--- src/ssd_pkg.sv ---
// Shared constants and types for the sleep and monitoring command decoder
package ssd_pkg;
    // ------------------------------------------------------------------
    // Command opcodes
    // ------------------------------------------------------------------
    localparam logic [7:0] OP_SLEEP_A = 8'hE6;
    localparam logic [7:0] OP_SLEEP_B = 8'h99;
    localparam logic [7:0] OP_SMART = 8'hB0;

    // ------------------------------------------------------------------
    // Monitoring subcommand codes, carried in the features byte
    // ------------------------------------------------------------------
    localparam logic [7:0] SUB_READ_VALUES = 8'hD0;
    localparam logic [7:0] SUB_READ_THRESH = 8'hD1;
    localparam logic [7:0] SUB_AUTOSAVE = 8'hD2;
    localparam logic [7:0] SUB_SAVE = 8'hD3;
    localparam logic [7:0] SUB_OFFLINE = 8'hD4;
    localparam logic [7:0] SUB_READ_LOG = 8'hD5;
    localparam logic [7:0] SUB_WRITE_LOG = 8'hD6;
    localparam logic [7:0] SUB_ENABLE = 8'hD8;
    localparam logic [7:0] SUB_DISABLE = 8'hD9;
    localparam logic [7:0] SUB_STATUS = 8'hDA;
    localparam logic [7:0] SUB_AUTO_OFFLINE = 8'hDB;

    // ------------------------------------------------------------------
    // Signature bytes and transfer size
    // ------------------------------------------------------------------
    localparam logic [7:0] SIG_CYL_LO = 8'h4F;
    localparam logic [7:0] SIG_CYL_HI = 8'hC2;
    localparam logic [9:0] XFER_BYTES = 10'h200;

    // ------------------------------------------------------------------
    // Flag bit positions and reset values
    // ------------------------------------------------------------------
    localparam int ERR_ABT_BIT = 2;
    localparam int ST_RDY_BIT = 6;
    localparam int ST_DSC_BIT = 4;
    localparam int ST_ERR_BIT = 0;
    localparam logic [7:0] ERR_RESET = 8'h00;
    localparam logic [7:0] STAT_RESET = 8'h50;
    localparam logic SMART_EN_RESET = 1'b0;

    // ------------------------------------------------------------------
    // State encodings
    // ------------------------------------------------------------------
    typedef enum logic [5:0] {
        DEV_IDLE = 6'h01,
        DEV_SPIN = 6'h02,
        DEV_SLEEP = 6'h04,
        DEV_SAVE = 6'h08,
        DEV_XFER = 6'h10,
        DEV_SPARE = 6'h20
    } ssd_dev_state_t;

    typedef enum logic [3:0] {
        HST_IDLE = 4'h1,
        HST_ISSUE = 4'h2,
        HST_WAIT = 4'h4,
        HST_RESET = 4'h8
    } ssd_hst_state_t;
endpackage : ssd_pkg

--- src/ssd_link_if.sv ---
// Command block link between host controller and drive decoder
`timescale 1ns/100ps
interface ssd_link_if;
    logic cmd_valid;
    logic cmd_ready;
    logic [7:0] cmd_code;
    logic [7:0] features;
    logic [7:0] sect_cnt;
    logic [7:0] sect_num;
    logic [7:0] cyl_lo;
    logic [7:0] cyl_hi;
    logic soft_rst;
    logic done;
    logic [7:0] err_flags;
    logic [7:0] stat_flags;
    logic rd_valid;
    logic rd_ready;
    logic [7:0] rd_byte;

    modport dev (
        input cmd_valid, cmd_code, features, sect_cnt, sect_num,
        input cyl_lo, cyl_hi, soft_rst, rd_ready,
        output cmd_ready, done, err_flags, stat_flags, rd_valid, rd_byte
    );
    modport host (
        output cmd_valid, cmd_code, features, sect_cnt, sect_num,
        output cyl_lo, cyl_hi, soft_rst, rd_ready,
        input cmd_ready, done, err_flags, stat_flags, rd_valid, rd_byte
    );
endinterface : ssd_link_if

--- src/ssd_device.sv ---
// Drive end: decodes sleep and monitoring commands, streams 512-byte reads
//
// Notes on behaviour
// - Both sleep opcodes mean one sleep request
// - Accepted sleep enters the lowest power state
// - Sleep stops spindle, link accepts no commands
// - Spindle already stopped: skip spin-down, sleep directly
// - Only soft or hard reset leaves sleep
// - One opcode enters all monitoring subcommands
// - Host loads subcommand into features before opcode; the host end loads both in the same cycle
// - Device decodes the eleven listed subcommand codes
// - Values read: save first, then send 512
// - Thresholds read: fetch, then send 512 bytes
// - No monitoring or saving before enable
// - After disable, all but enable abort
`timescale 1ns/100ps
module ssd_device (
    input wire logic mclk,
    input wire logic sys_rst,
    ssd_link_if.dev link,
    input wire logic spindle_spinning,
    output logic spin_down_req,
    input wire logic spin_down_done,
    output logic save_req,
    input wire logic save_done,
    output logic [8:0] src_addr,
    output logic src_thresh,
    input wire logic [7:0] src_byte,
    output logic monitor_en,
    output logic asleep
);
    // ------------------------------------------------------------------
    // State record
    // ------------------------------------------------------------------
    typedef struct packed {
        ssd_pkg::ssd_dev_state_t state;
        logic smart_en;
        logic thresh;
        logic [9:0] cnt;
        logic [7:0] data;
        logic dvalid;
        logic done;
        logic [7:0] err;
        logic [7:0] stat;
    } ssd_dev_t;

    ssd_dev_t s_r;
    ssd_dev_t s_nxt;

    // ------------------------------------------------------------------
    // Helpers
    // ------------------------------------------------------------------
    // Close a command: publish flags, pulse done, return to idle
    function automatic ssd_dev_t finish(input ssd_dev_t x,
                                        input logic abort);
        ssd_dev_t y;
        y = x;
        y.state = ssd_pkg::DEV_IDLE;
        y.done = 1'b1;
        y.dvalid = 1'b0;
        y.err = ssd_pkg::ERR_RESET;
        y.stat = ssd_pkg::STAT_RESET;
        y.err[ssd_pkg::ERR_ABT_BIT] = abort;
        y.stat[ssd_pkg::ST_ERR_BIT] = abort;
        return y;
    endfunction : finish

    // Subcommand codes that the decoder knows
    function automatic logic known_sub(input logic [7:0] f);
        logic k;
        k = 1'b0;
        case (f)
            ssd_pkg::SUB_READ_VALUES, ssd_pkg::SUB_READ_THRESH,
            ssd_pkg::SUB_AUTOSAVE, ssd_pkg::SUB_SAVE,
            ssd_pkg::SUB_OFFLINE, ssd_pkg::SUB_READ_LOG,
            ssd_pkg::SUB_WRITE_LOG, ssd_pkg::SUB_ENABLE,
            ssd_pkg::SUB_DISABLE, ssd_pkg::SUB_STATUS,
            ssd_pkg::SUB_AUTO_OFFLINE: k = 1'b1;
            default: k = 1'b0;
        endcase
        return k;
    endfunction : known_sub

    // ------------------------------------------------------------------
    // Outputs
    // ------------------------------------------------------------------
    // Commands are taken only in idle; sleep leaves the link deaf
    assign link.cmd_ready = (s_r.state == ssd_pkg::DEV_IDLE);
    assign link.done = s_r.done;
    assign link.err_flags = s_r.err;
    assign link.stat_flags = s_r.stat;
    assign link.rd_valid = s_r.dvalid;
    assign link.rd_byte = s_r.data;
    assign spin_down_req = (s_r.state == ssd_pkg::DEV_SPIN);
    assign save_req = (s_r.state == ssd_pkg::DEV_SAVE);
    assign src_addr = s_r.cnt[8:0];
    assign src_thresh = s_r.thresh;
    assign monitor_en = s_r.smart_en;
    assign asleep = (s_r.state == ssd_pkg::DEV_SLEEP);

    // ------------------------------------------------------------------
    // Next-state logic
    // ------------------------------------------------------------------
    always_comb begin
        s_nxt = s_r;
        s_nxt.done = 1'b0;
        case (s_r.state)
            ssd_pkg::DEV_IDLE: begin
                if (link.cmd_valid) begin
                    if (link.cmd_code == ssd_pkg::OP_SLEEP_A ||
                        link.cmd_code == ssd_pkg::OP_SLEEP_B) begin
                        if (spindle_spinning) begin
                            s_nxt.state = ssd_pkg::DEV_SPIN;
                        end else begin
                            s_nxt.state = ssd_pkg::DEV_SLEEP;
                        end
                    end else if (link.cmd_code == ssd_pkg::OP_SMART) begin
                        // Features byte chosen by the host selects the op
                        if (link.cyl_lo != ssd_pkg::SIG_CYL_LO ||
                            link.cyl_hi != ssd_pkg::SIG_CYL_HI) begin
                            s_nxt = finish(s_r, 1'b1);
                        end else if (!known_sub(link.features)) begin
                            s_nxt = finish(s_r, 1'b1);
                        end else if (!s_r.smart_en &&
                                     link.features != ssd_pkg::SUB_ENABLE)
                        begin
                            s_nxt = finish(s_r, 1'b1);
                        end else begin
                            case (link.features)
                                ssd_pkg::SUB_READ_VALUES: begin
                                    s_nxt.state = ssd_pkg::DEV_SAVE;
                                    s_nxt.thresh = 1'b0;
                                    s_nxt.cnt = '0;
                                end
                                ssd_pkg::SUB_READ_THRESH: begin
                                    s_nxt.state = ssd_pkg::DEV_XFER;
                                    s_nxt.thresh = 1'b1;
                                    s_nxt.cnt = '0;
                                end
                                ssd_pkg::SUB_ENABLE: begin
                                    s_nxt = finish(s_r, 1'b0);
                                    s_nxt.smart_en = 1'b1;
                                end
                                ssd_pkg::SUB_DISABLE: begin
                                    s_nxt = finish(s_r, 1'b0);
                                    s_nxt.smart_en = 1'b0;
                                end
                                default: begin
                                    // No action for the other known codes; complete cleanly
                                    s_nxt = finish(s_r, 1'b0);
                                end
                            endcase
                        end
                    end else begin
                        s_nxt = finish(s_r, 1'b1);
                    end
                end
            end
            ssd_pkg::DEV_SPIN: begin
                // Hold spin-down request until the spindle reports stopped
                if (spin_down_done) begin
                    s_nxt.state = ssd_pkg::DEV_SLEEP;
                end
            end
            ssd_pkg::DEV_SLEEP: begin
                s_nxt.state = ssd_pkg::DEV_SLEEP;
            end
            ssd_pkg::DEV_SAVE: begin
                // Attribute values go to their sectors before transfer
                if (save_done) begin
                    s_nxt.state = ssd_pkg::DEV_XFER;
                end
            end
            ssd_pkg::DEV_XFER: begin
                // One byte in flight; refill when the host takes it
                if (s_r.dvalid && link.rd_ready) begin
                    s_nxt.dvalid = 1'b0;
                end
                if (!s_nxt.dvalid) begin
                    if (s_r.cnt != ssd_pkg::XFER_BYTES) begin
                        s_nxt.data = src_byte;
                        s_nxt.dvalid = 1'b1;
                        s_nxt.cnt = s_r.cnt + 10'h001;
                    end else begin
                        s_nxt = finish(s_nxt, 1'b0);
                    end
                end
            end
            default: begin
                s_nxt.state = ssd_pkg::DEV_IDLE;
            end
        endcase
        // Soft reset aborts any command and wakes from sleep
        if (link.soft_rst) begin
            s_nxt.state = ssd_pkg::DEV_IDLE;
            s_nxt.dvalid = 1'b0;
            s_nxt.done = 1'b0;
            s_nxt.smart_en = s_r.smart_en; // Enable survives soft reset
            s_nxt.err = ssd_pkg::ERR_RESET;
            s_nxt.stat = ssd_pkg::STAT_RESET;
        end
    end

    // ------------------------------------------------------------------
    // State register
    // ------------------------------------------------------------------
    always_ff @(posedge mclk) begin
        if (sys_rst) begin
            s_r.state <= ssd_pkg::DEV_IDLE;
            s_r.smart_en <= ssd_pkg::SMART_EN_RESET;
            s_r.thresh <= 1'b0;
            s_r.cnt <= '0;
            s_r.data <= 8'h00;
            s_r.dvalid <= 1'b0;
            s_r.done <= 1'b0;
            s_r.err <= ssd_pkg::ERR_RESET;
            s_r.stat <= ssd_pkg::STAT_RESET;
        end else begin
            s_r <= s_nxt;
        end
    end
endmodule : ssd_device

--- src/flat_wrapper.sv ---
// flat-port wrapper written by rule: the top's interface ports become plain ports
module ssd_device_flat 
  (mclk, sys_rst, spindle_spinning, spin_down_req, spin_down_done, save_req, save_done, src_addr, src_thresh, src_byte, monitor_en, asleep, link_cmd_valid, link_cmd_code, link_features, link_sect_cnt, link_sect_num, link_cyl_lo, link_cyl_hi, link_soft_rst, link_rd_ready, link_cmd_ready, link_done, link_err_flags, link_stat_flags, link_rd_valid, link_rd_byte);
  ssd_link_if link_i ();
  input wire logic mclk;
  input wire logic sys_rst;
  input wire logic spindle_spinning;
  output logic spin_down_req;
  input wire logic spin_down_done;
  output logic save_req;
  input wire logic save_done;
  output logic [8:0] src_addr;
  output logic src_thresh;
  input wire logic [7:0] src_byte;
  output logic monitor_en;
  output logic asleep;
  input wire logic [$bits(link_i.cmd_valid)-1:0] link_cmd_valid;
  input wire logic [$bits(link_i.cmd_code)-1:0] link_cmd_code;
  input wire logic [$bits(link_i.features)-1:0] link_features;
  input wire logic [$bits(link_i.sect_cnt)-1:0] link_sect_cnt;
  input wire logic [$bits(link_i.sect_num)-1:0] link_sect_num;
  input wire logic [$bits(link_i.cyl_lo)-1:0] link_cyl_lo;
  input wire logic [$bits(link_i.cyl_hi)-1:0] link_cyl_hi;
  input wire logic [$bits(link_i.soft_rst)-1:0] link_soft_rst;
  input wire logic [$bits(link_i.rd_ready)-1:0] link_rd_ready;
  output wire logic [$bits(link_i.cmd_ready)-1:0] link_cmd_ready;
  output wire logic [$bits(link_i.done)-1:0] link_done;
  output wire logic [$bits(link_i.err_flags)-1:0] link_err_flags;
  output wire logic [$bits(link_i.stat_flags)-1:0] link_stat_flags;
  output wire logic [$bits(link_i.rd_valid)-1:0] link_rd_valid;
  output wire logic [$bits(link_i.rd_byte)-1:0] link_rd_byte;
  assign link_i.cmd_valid = link_cmd_valid;
  assign link_i.cmd_code = link_cmd_code;
  assign link_i.features = link_features;
  assign link_i.sect_cnt = link_sect_cnt;
  assign link_i.sect_num = link_sect_num;
  assign link_i.cyl_lo = link_cyl_lo;
  assign link_i.cyl_hi = link_cyl_hi;
  assign link_i.soft_rst = link_soft_rst;
  assign link_i.rd_ready = link_rd_ready;
  assign link_cmd_ready = link_i.cmd_ready;
  assign link_done = link_i.done;
  assign link_err_flags = link_i.err_flags;
  assign link_stat_flags = link_i.stat_flags;
  assign link_rd_valid = link_i.rd_valid;
  assign link_rd_byte = link_i.rd_byte;
  ssd_device u_core (.mclk(mclk), .sys_rst(sys_rst), .link(link_i), .spindle_spinning(spindle_spinning), .spin_down_req(spin_down_req), .spin_down_done(spin_down_done), .save_req(save_req), .save_done(save_done), .src_addr(src_addr), .src_thresh(src_thresh), .src_byte(src_byte), .monitor_en(monitor_en), .asleep(asleep));
endmodule
--- config.mk ---
export PLATFORM = sky130hd
export DESIGN_NAME = ssd_device_flat
export DESIGN_NICKNAME = d
export VERILOG_FILES = /design/src/ssd_pkg.sv /design/src/ssd_link_if.sv /design/src/ssd_device.sv /design/src/flat_wrapper.sv
export SDC_FILE = /design/constraint.sdc
export NUM_CORES = 1
export LEC_CHECK = 0
export ABC_AREA = 0
export BUFFER_PORTS_ARGS = -buffer_cell sky130_fd_sc_hd__buf_2
export CORE_AREA = 5 5 74 76
export CTS_CLUSTER_DIAMETER = 40
export DETAILED_ROUTE_END_ITERATION = 10
export DIE_AREA = 0 0 79 81
export GPL_TIMING_DRIVEN = 0
export MAX_ROUTING_LAYER = met4
export PLACE_DENSITY = 0.87
export SKIP_LAST_GASP = 1
export SYNTH_ARGS = -nofsm -noshare
export SYNTH_HDL_FRONTEND = slang
export SYNTH_SLANG_ARGS = --single-unit
--- constraint.sdc ---
create_clock -name mclk -period 1.8 [get_ports mclk]
set_input_delay 0.09 -clock mclk [delete_from_list [all_inputs] [get_ports mclk]]
set_output_delay 0.09 -clock mclk [all_outputs]
set_load 0.05 [all_outputs]
==> qor.csv, run 1 <==
stage,metric,value,unit
synthesis,Netlist cell types,48,
setup_path,R2R depth,9,
sta,TNS Setup,-0.408,ns
layout,Total Nets Final,411,
sta,Min Hold Slack,0.0399,ns
synthesis,post-synthesis sequential area ratio,32.1,%
synthesis,"Warnings, synthesis",0,
sta,Tcrit/Tclk final,104,%
layout,Layout Cells excl Fill,399,
run_status,status,finished with violations,
sta,final hold violation count,0,
global_route,largest net degree at the start of global routing,11,
synthesis,Synth top area share,32.1,%
placed_design,Cells after DPL,366,
drt,drt first pass iters,4,
sta,fmax,535,MHz
setup_path,RR Startpoint,u_core.s_r[39],
clocking,clock slew at reported path FFs,0.06,ns
run_status,failing checks,negative setup slack,
drt,Residual DRC,0,
placed_design,GPL Wtd Cong,0.907,
pwr,Pleak,0.00126,uW
setup_path,"reg-to-reg slack, setup",-0.07,ns
worst_hold_path,type of the most critical hold path,in2reg,
global_route,initial antenna violation count,0,
die,FP Rows,25,
setup_path,reg-to-reg endpoint,u_core.link.stat_flags[0],
sta,max_slew headroom,55.7,%
layout,fin util,59.6,%
layout,share of layout cells above drive strength 1,52.5,%
setup_path,CP Launch Point,u_core.s_r[39],
synthesis,number of synthesized flops with an enable pin,0,
pwr,Power Density,525,nW/um^2
setup_path,critical path capture point type,flop,
synthesis,syn_area_per_cell,8.05,sq um
synthesis,Seq cells post-synth,29,
sta,Final Max Tran Viols,0,
pwr,sequential share of power,43.9,%
pwr,NetSw,404,uW
pwr,clock share of power,37.8,%
global_route,vias in the first global route,2062,
drt,total vias in the final route,2031,
sta,final setup fails,10,
drt,vias per cell,5.09,
layout,antenna cell count,0,
clocking,worst-skew pair later-pin latency,0.28,ns
setup_path,CP max FO,3,
layout,FILL cells,388,
placed_design,IO buf count,76,
die,initial core utilization,38.8,%
synthesis,leading area contributor after synthesis,dfxtp_1,
synthesis,most instantiated cells after synthesis,"buf_4, dfxtp_1, nor2_1",
clocking,H-tree Lvls,2,
synthesis,Synth Cell Area,1810,sq um
clocking,clock root buffer,clkbuf_8,
layout,Syn-to-layout area delta,53.4,%
placed_design,post-detail-place hpwl,3800,microns
pwr,Max VDD drop,0.463,mV
setup_path,Required @ worst endpoint,2.00,ns
die,Top Ports,105,
global_route,first-pass GRT wire length,9000,microns
drt,DRT iter0 DRCs,169,
synthesis,top-count cell post-synth,buf_4,
synthesis,top_reg_cell synth,dfxtp_1,
sta,clock skew,0.00360,ns
run,max-cap violations,0,
synthesis,top area cells in the synthesized netlist,"dfxtp_1, buf_4, a21oi_1, nor2_1, nand2_1",
clocking,Num CTS Buffers,5,
sta,minimum clock period,1.87,ns
drt,final wirelength,5580,microns
synthesis,Cells after Synth,225,
drt,post-route ant nets,0,
synthesis,"FFs w/ async S/R, synth",0,%
die,Core Area,4660,sq um
sta,slew of the pin with the lowest slew margin,0.658,ns
setup_path,Setup CP Type,reg2reg,
die,Die W,79,microns
die,die extent in y,81,microns
pwr,cell-internal power,1050,uW
die,die area,6400,sq um
drt,Routed wire per std cell,14.0,microns
clocking,hold_buf cts,0,
setup_path,Startpoint Class,flop,
global_route,Total Routing Usage GR,18.1,%
setup_path,worst setup path end,u_core.link.stat_flags[0],
sta,Final WS setup,-0.0678,ns
setup_path,WP data arrival,2.07,ns
global_route,Congestion Overflow GR,0,
clocking,clock tree from TritonCTS,built,
pwr,Comb power frac,18.3,%
clocking,CTS sink count,29,
pwr,Sw Share,27.7,%
clocking,clock buffer depth,2,
sta,RSZ-0062 raised after global routing,true,
==> state kept, by name (all words and copies together) (netlist names) <==
| name | cells |
|---|---|
| u_core.link.rd_byte | 8 |
| u_core.link.stat_flags | 2 |
| u_core.link.done | 1 |
| u_core.s_r | 6 |
| u_core.src_thresh | 1 |
| u_core.link.rd_valid | 1 |
| u_core.monitor_en | 1 |
| u_core.src_addr | 9 |
==> timing repair <==
action,CTS,global route
setup buffers,22,5
gates resized for setup,30,11
setup endpoints to repair,18,28
pin swaps,17,12
==> worst min-delay path by stage <==
| stage | end | slack (ns) | start | cells past startpoint |
|---|---|---|---|---|
| after global routing | u_core.link.rd_byte[5] | 0.05 | src_byte[5] | 3 |
| after floorplan | u_core.src_addr[2] | 0.16 | sys_rst | 1 |
| final | u_core.src_addr[2] | 0.04 | sys_rst | 2 |
| after CTS | u_core.src_addr[2] | 0.03 | sys_rst | 2 |
| after global placement | u_core.link.rd_byte[7] | 0.33 | src_byte[7] | 3 |
| after detailed placement | u_core.src_addr[2] | 0.33 | sys_rst | 2 |
==> cell families after synthesis <==
logic type / Yosys count / synth area share (%)
and+or+nand+nor: 97 / 31.6
AOI/OAI and AO/OA: 47 / 15.6
buffers and inverters: 44 / 16.4
DFF: 29 / 32.1
muxes: 3 / 1.73
adders and majority gates: 2 / 1.38
xor gates and xnor gates: 2 / 0.968
other: 1 / 0.207
==> power by group through the flow <==
stage	registers [uW]	logic, uW	clock network [uW]
floorplan	665	148	0
global placement	662	220	0
detailed placement	662	224	0
CTS	640	251	561
global route	640	286	599
finish	640	267	551
==> placed cells by master (no fill, tap or decap), types with 3 or more instances in the layout <==
cell,n
o21ai_0,8
nor2_1,23
conb_1,12
nand2_1,20
nor4b_4,4
nand4b_1,7
nand2b_1,5
clkbuf_8,6
or3_1,6
buf_4,59
and4_1,3
nand4_1,4
dfxtp_4,6
a21oi_1,21
inv_2,3
nand3_1,3
buf_6,3
dfxtp_1,21
o21ai_1,3
buf_2,75
inv_1,3
==> stage by stage <==
stage          setup WS, ns  instance area, sq um  power (uW)
4_1_cts             -0.0578                  2700        1450
2_1_floorplan        -0.105                  1900         813
3_3_place_gp         -0.428                  2350         882
3_5_place_dp         -0.464                  2350         886
5_1_grt              -0.186                  2780        1520
6_report            -0.0678                  2780        1460
==> layer usage <==
| layer | share of wire (%) | vias to the layer above | routed length (microns) | global-route usage [%] |
|---|---|---|---|---|
| met3 | 6.4 | 10 | 359 | 4.66 |
| met1 | 41 | 937 | 2300 | 19.5 |
| met2 | 51 | 85 | 2840 | 32.6 |
| met4 | 1.7 | 0 | 93 | 5.84 |
| met5 | 0 | - | 0 | - |
| li1 | - | 999 | - | - |
==> final cells by class <==
cell class / instances / area [sq um] / area share [%]
Multi-Input combinational cell: 163 / 1130 / 40.6
Inverter: 6 / 22.5 / 0.811
Timing Repair Buffer: 103 / 593 / 21.4
Clock buffer: 7 / 86.3 / 3.11
Buffer: 37 / 274 / 9.87
Tap cell: 54 / 67.6 / 2.43
Sequential cell: 29 / 606 / 21.8
==> critical path: stages (launching register included) <==
cell	delay, ns
dfxtp_2	0.32
or2_4	0.26
nor4b_4	0.30
buf_4	0.18
buf_4	0.12
o21ai_2	0.07
buf_4	0.15
o21ai_0	0.13
o21ai_1	0.12
a21oi_1	0.15
Note: power is estimated with default switching activity, not from simulation.
==> inputs of run 2 (changes only) <==
Settings changed: SETUP_SLACK_MARGIN set to 0.5.
==> run 2 against run 1 <==
Against the previous run: the flow still finishes with violations (negative setup slack); first-iteration DRC count is 24% higher; clock skew is 0.0058 ns higher; worst setup slack worse by 0.075 ns; utilization is 4.8 points higher.
==> qor.csv, run 2 (synthesis results as in run 1) <==
stage,metric,value,unit,change
drt,total vias in the final route,2070,,+1.9%
clocking,clock tree from TritonCTS,built,,
sta,Tcrit/Tclk final,108,%,+4.2 points
worst_hold_path,type of the most critical hold path,in2reg,,
setup_path,CP max FO,8,,+5
clocking,H-tree Lvls,2,,unchanged
layout,share of layout cells above drive strength 1,56.9,%,+4.4 points
setup_path,Startpoint Class,flop,,
drt,drt first pass iters,4,,unchanged
setup_path,R2R depth,7,,-2
global_route,first-pass GRT wire length,9140,microns,+1.5%
layout,Total Nets Final,420,,+2.2%
setup_path,"reg-to-reg slack, setup",-0.14,ns,-0.08 ns
layout,FILL cells,345,,-11%
clocking,hold_buf cts,0,,unchanged
layout,"commonest non-fill, non-tap cell in the layout",buf_2,,
setup_path,Required @ worst endpoint,2.02,ns,+0.02 ns
sta,RSZ-0062 raised after global routing,true,,
drt,post-route ant nets,0,,unchanged
setup_path,worst setup path end,u_core.src_addr[4],,
die,Top Ports,105,,unchanged
setup_path,reg-to-reg endpoint,u_core.src_addr[4],,
run_status,status,finished with violations,,
layout,antenna cell count,0,,unchanged
drt,Residual DRC,0,,unchanged
setup_path,CP Launch Point,u_core.s_r[41],,
sta,final hold violation count,0,,unchanged
setup_path,RR Startpoint,u_core.s_r[41],,
drt,Routed wire per std cell,14.6,microns,+4.5%
drt,vias per cell,5.06,,-0.57%
placed_design,Cells after DPL,366,,unchanged
sta,max_slew headroom,59.8,%,+4.1 points
sta,Min Hold Slack,0.0379,ns,-0.00205 ns
pwr,Power Density,510,nW/um^2,-2.8%
setup_path,slowest CP cell,or3_4,,
die,FP Rows,25,,unchanged
global_route,vias in the first global route,2042,,-0.97%
clocking,Num CTS Buffers,5,,unchanged
placed_design,GPL Wtd Cong,0.882,,-2.7%
setup_path,critical path capture point type,flop,,
drt,final wirelength,5980,microns,+7.1%
drt,DRT iter0 DRCs,210,,+24%
die,Core Area,4660,sq um,unchanged
layout,Layout Cells excl Fill,409,,+2.5%
clocking,clock slew at reported path FFs,0.07,ns,about the same
setup_path,CP max stage delay,0.36,ns,+0.04 ns
placed_design,IO buf count,76,,unchanged
placed_design,post-detail-place hpwl,3810,microns,+0.20%
layout,most frequent cells in the layout,"buf_2, buf_4, nor2_1, dfxtp_1, nand2_1",,
global_route,Total Routing Usage GR,18.2,%,+0.13 points
global_route,Congestion Overflow GR,0,,unchanged
run,max-cap violations,0,,unchanged
die,die extent in y,81,microns,unchanged
pwr,Max VDD drop,0.500,mV,+7.9%
setup_path,Crit. path cell count,7,,-2
run_status,failing checks,negative setup slack,,
pwr,Pleak,0.00135,uW,+7.0%
sta,minimum clock period,1.94,ns,+0.0754 ns
clocking,CTS sink count,29,,unchanged
setup_path,CP Buf/Inv Count,1,,-2
global_route,initial antenna violation count,0,,unchanged
setup_path,CP most frequent cell,nor3_4,,
layout,flip-flop count of the largest register after layout,9,,unchanged
die,initial core utilization,38.8,%,unchanged
setup_path,worst-path cell chain,nor3_4 > nand4b_1 > nor3_4 > o22ai_4 > buf_6 > or3_4 > a21oi_2,,
pwr,overall power,1530,uW,+5.1%
sta,Final Max Tran Viols,0,,unchanged
clocking,clock buffer depth,2,,unchanged
die,Die W,79,microns,unchanged
clocking,clock root buffer,clkbuf_8,,
sta,fmax,515,MHz,-3.9%
clocking,worst-skew pair later-pin latency,0.28,ns,about the same
layout,fin util,64.4,%,+4.8 points
sta,final setup fails,12,,+2
sta,clock skew,0.00942,ns,+0.00582 ns
layout,Syn-to-layout area delta,65.8,%,
sta,slew of the pin with the lowest slew margin,0.598,ns,-0.0603 ns
global_route,largest net degree at the start of global routing,11,,unchanged
setup_path,WP data arrival,2.16,ns,+0.09 ns
sta,Final WS setup,-0.143,ns,-0.0754 ns
die,die area,6400,sq um,unchanged
setup_path,Setup CP Type,reg2reg,,
setup_path,cell family with most CP delay,simple AND/OR/NAND/NOR gates,,
## run 2: cell type report
| class | count | area, sq um | area share [%] |
|---|---|---|---|
| Buffer | 38 | 293 | 9.75 |
| Sequential cell | 29 | 598 | 19.9 |
| Multi-Input combinational cell | 163 | 1190 | 39.6 |
| Clock inverter | 1 | 5.00 | 0.167 |
| Inverter | 6 | 27.5 | 0.917 |
| Tap cell | 54 | 67.6 | 2.25 |
| Clock buffer | 7 | 96.3 | 3.21 |
| Timing Repair Buffer | 111 | 726 | 24.2 |
## run 2: power breakdown
group | switching [uW] | total (uW) | internal (uW)
Combinational | 165 | 296 | 131
Clock | 247 | 592 | 345
Sequential | 2.14 | 644 | 642
## run 2: routing by layer
metal	track usage, %	vias up	part of all wire [%]
met3	4.77	15	6.8
met1	20.6	950	41
met4	6.01	0	2.2
met5	-	-	0
li1	-	1020	-
met2	31.6	85	50
## run 2: timing repair
item	4_1_cts	5_1_grt
pin swaps	23	27
endpoints found under the setup margin	33	33
buffers inserted	25	9
resized for setup	42	26
gates cloned	1	0
## run 2: worst min-delay path by stage
stage	to	slack, ns	startpoint	depth (start not counted)
2_1_floorplan	u_core.src_addr[2]	0.16	sys_rst	1
3_3_place_gp	u_core.link.rd_byte[1]	0.33	src_byte[1]	3
3_5_place_dp	u_core.src_addr[2]	0.33	sys_rst	2
4_1_cts	u_core.src_addr[2]	0.03	sys_rst	2
5_1_grt	u_core.src_addr[2]	0.04	sys_rst	2
6_report	u_core.src_addr[2]	0.04	sys_rst	2
## run 2: metrics by stage
step | setup WS (ns) | TNS [ns] | cell area (sq um)
after floorplan | -0.101 | -0.579 | 1950
after global placement | -0.312 | -2.69 | 2390
after detailed placement | -0.378 | -3.74 | 2390
after CTS | -0.0996 | -0.537 | 2830
after global routing | -0.221 | -2.15 | 3000
final | -0.143 | -0.964 | 3000
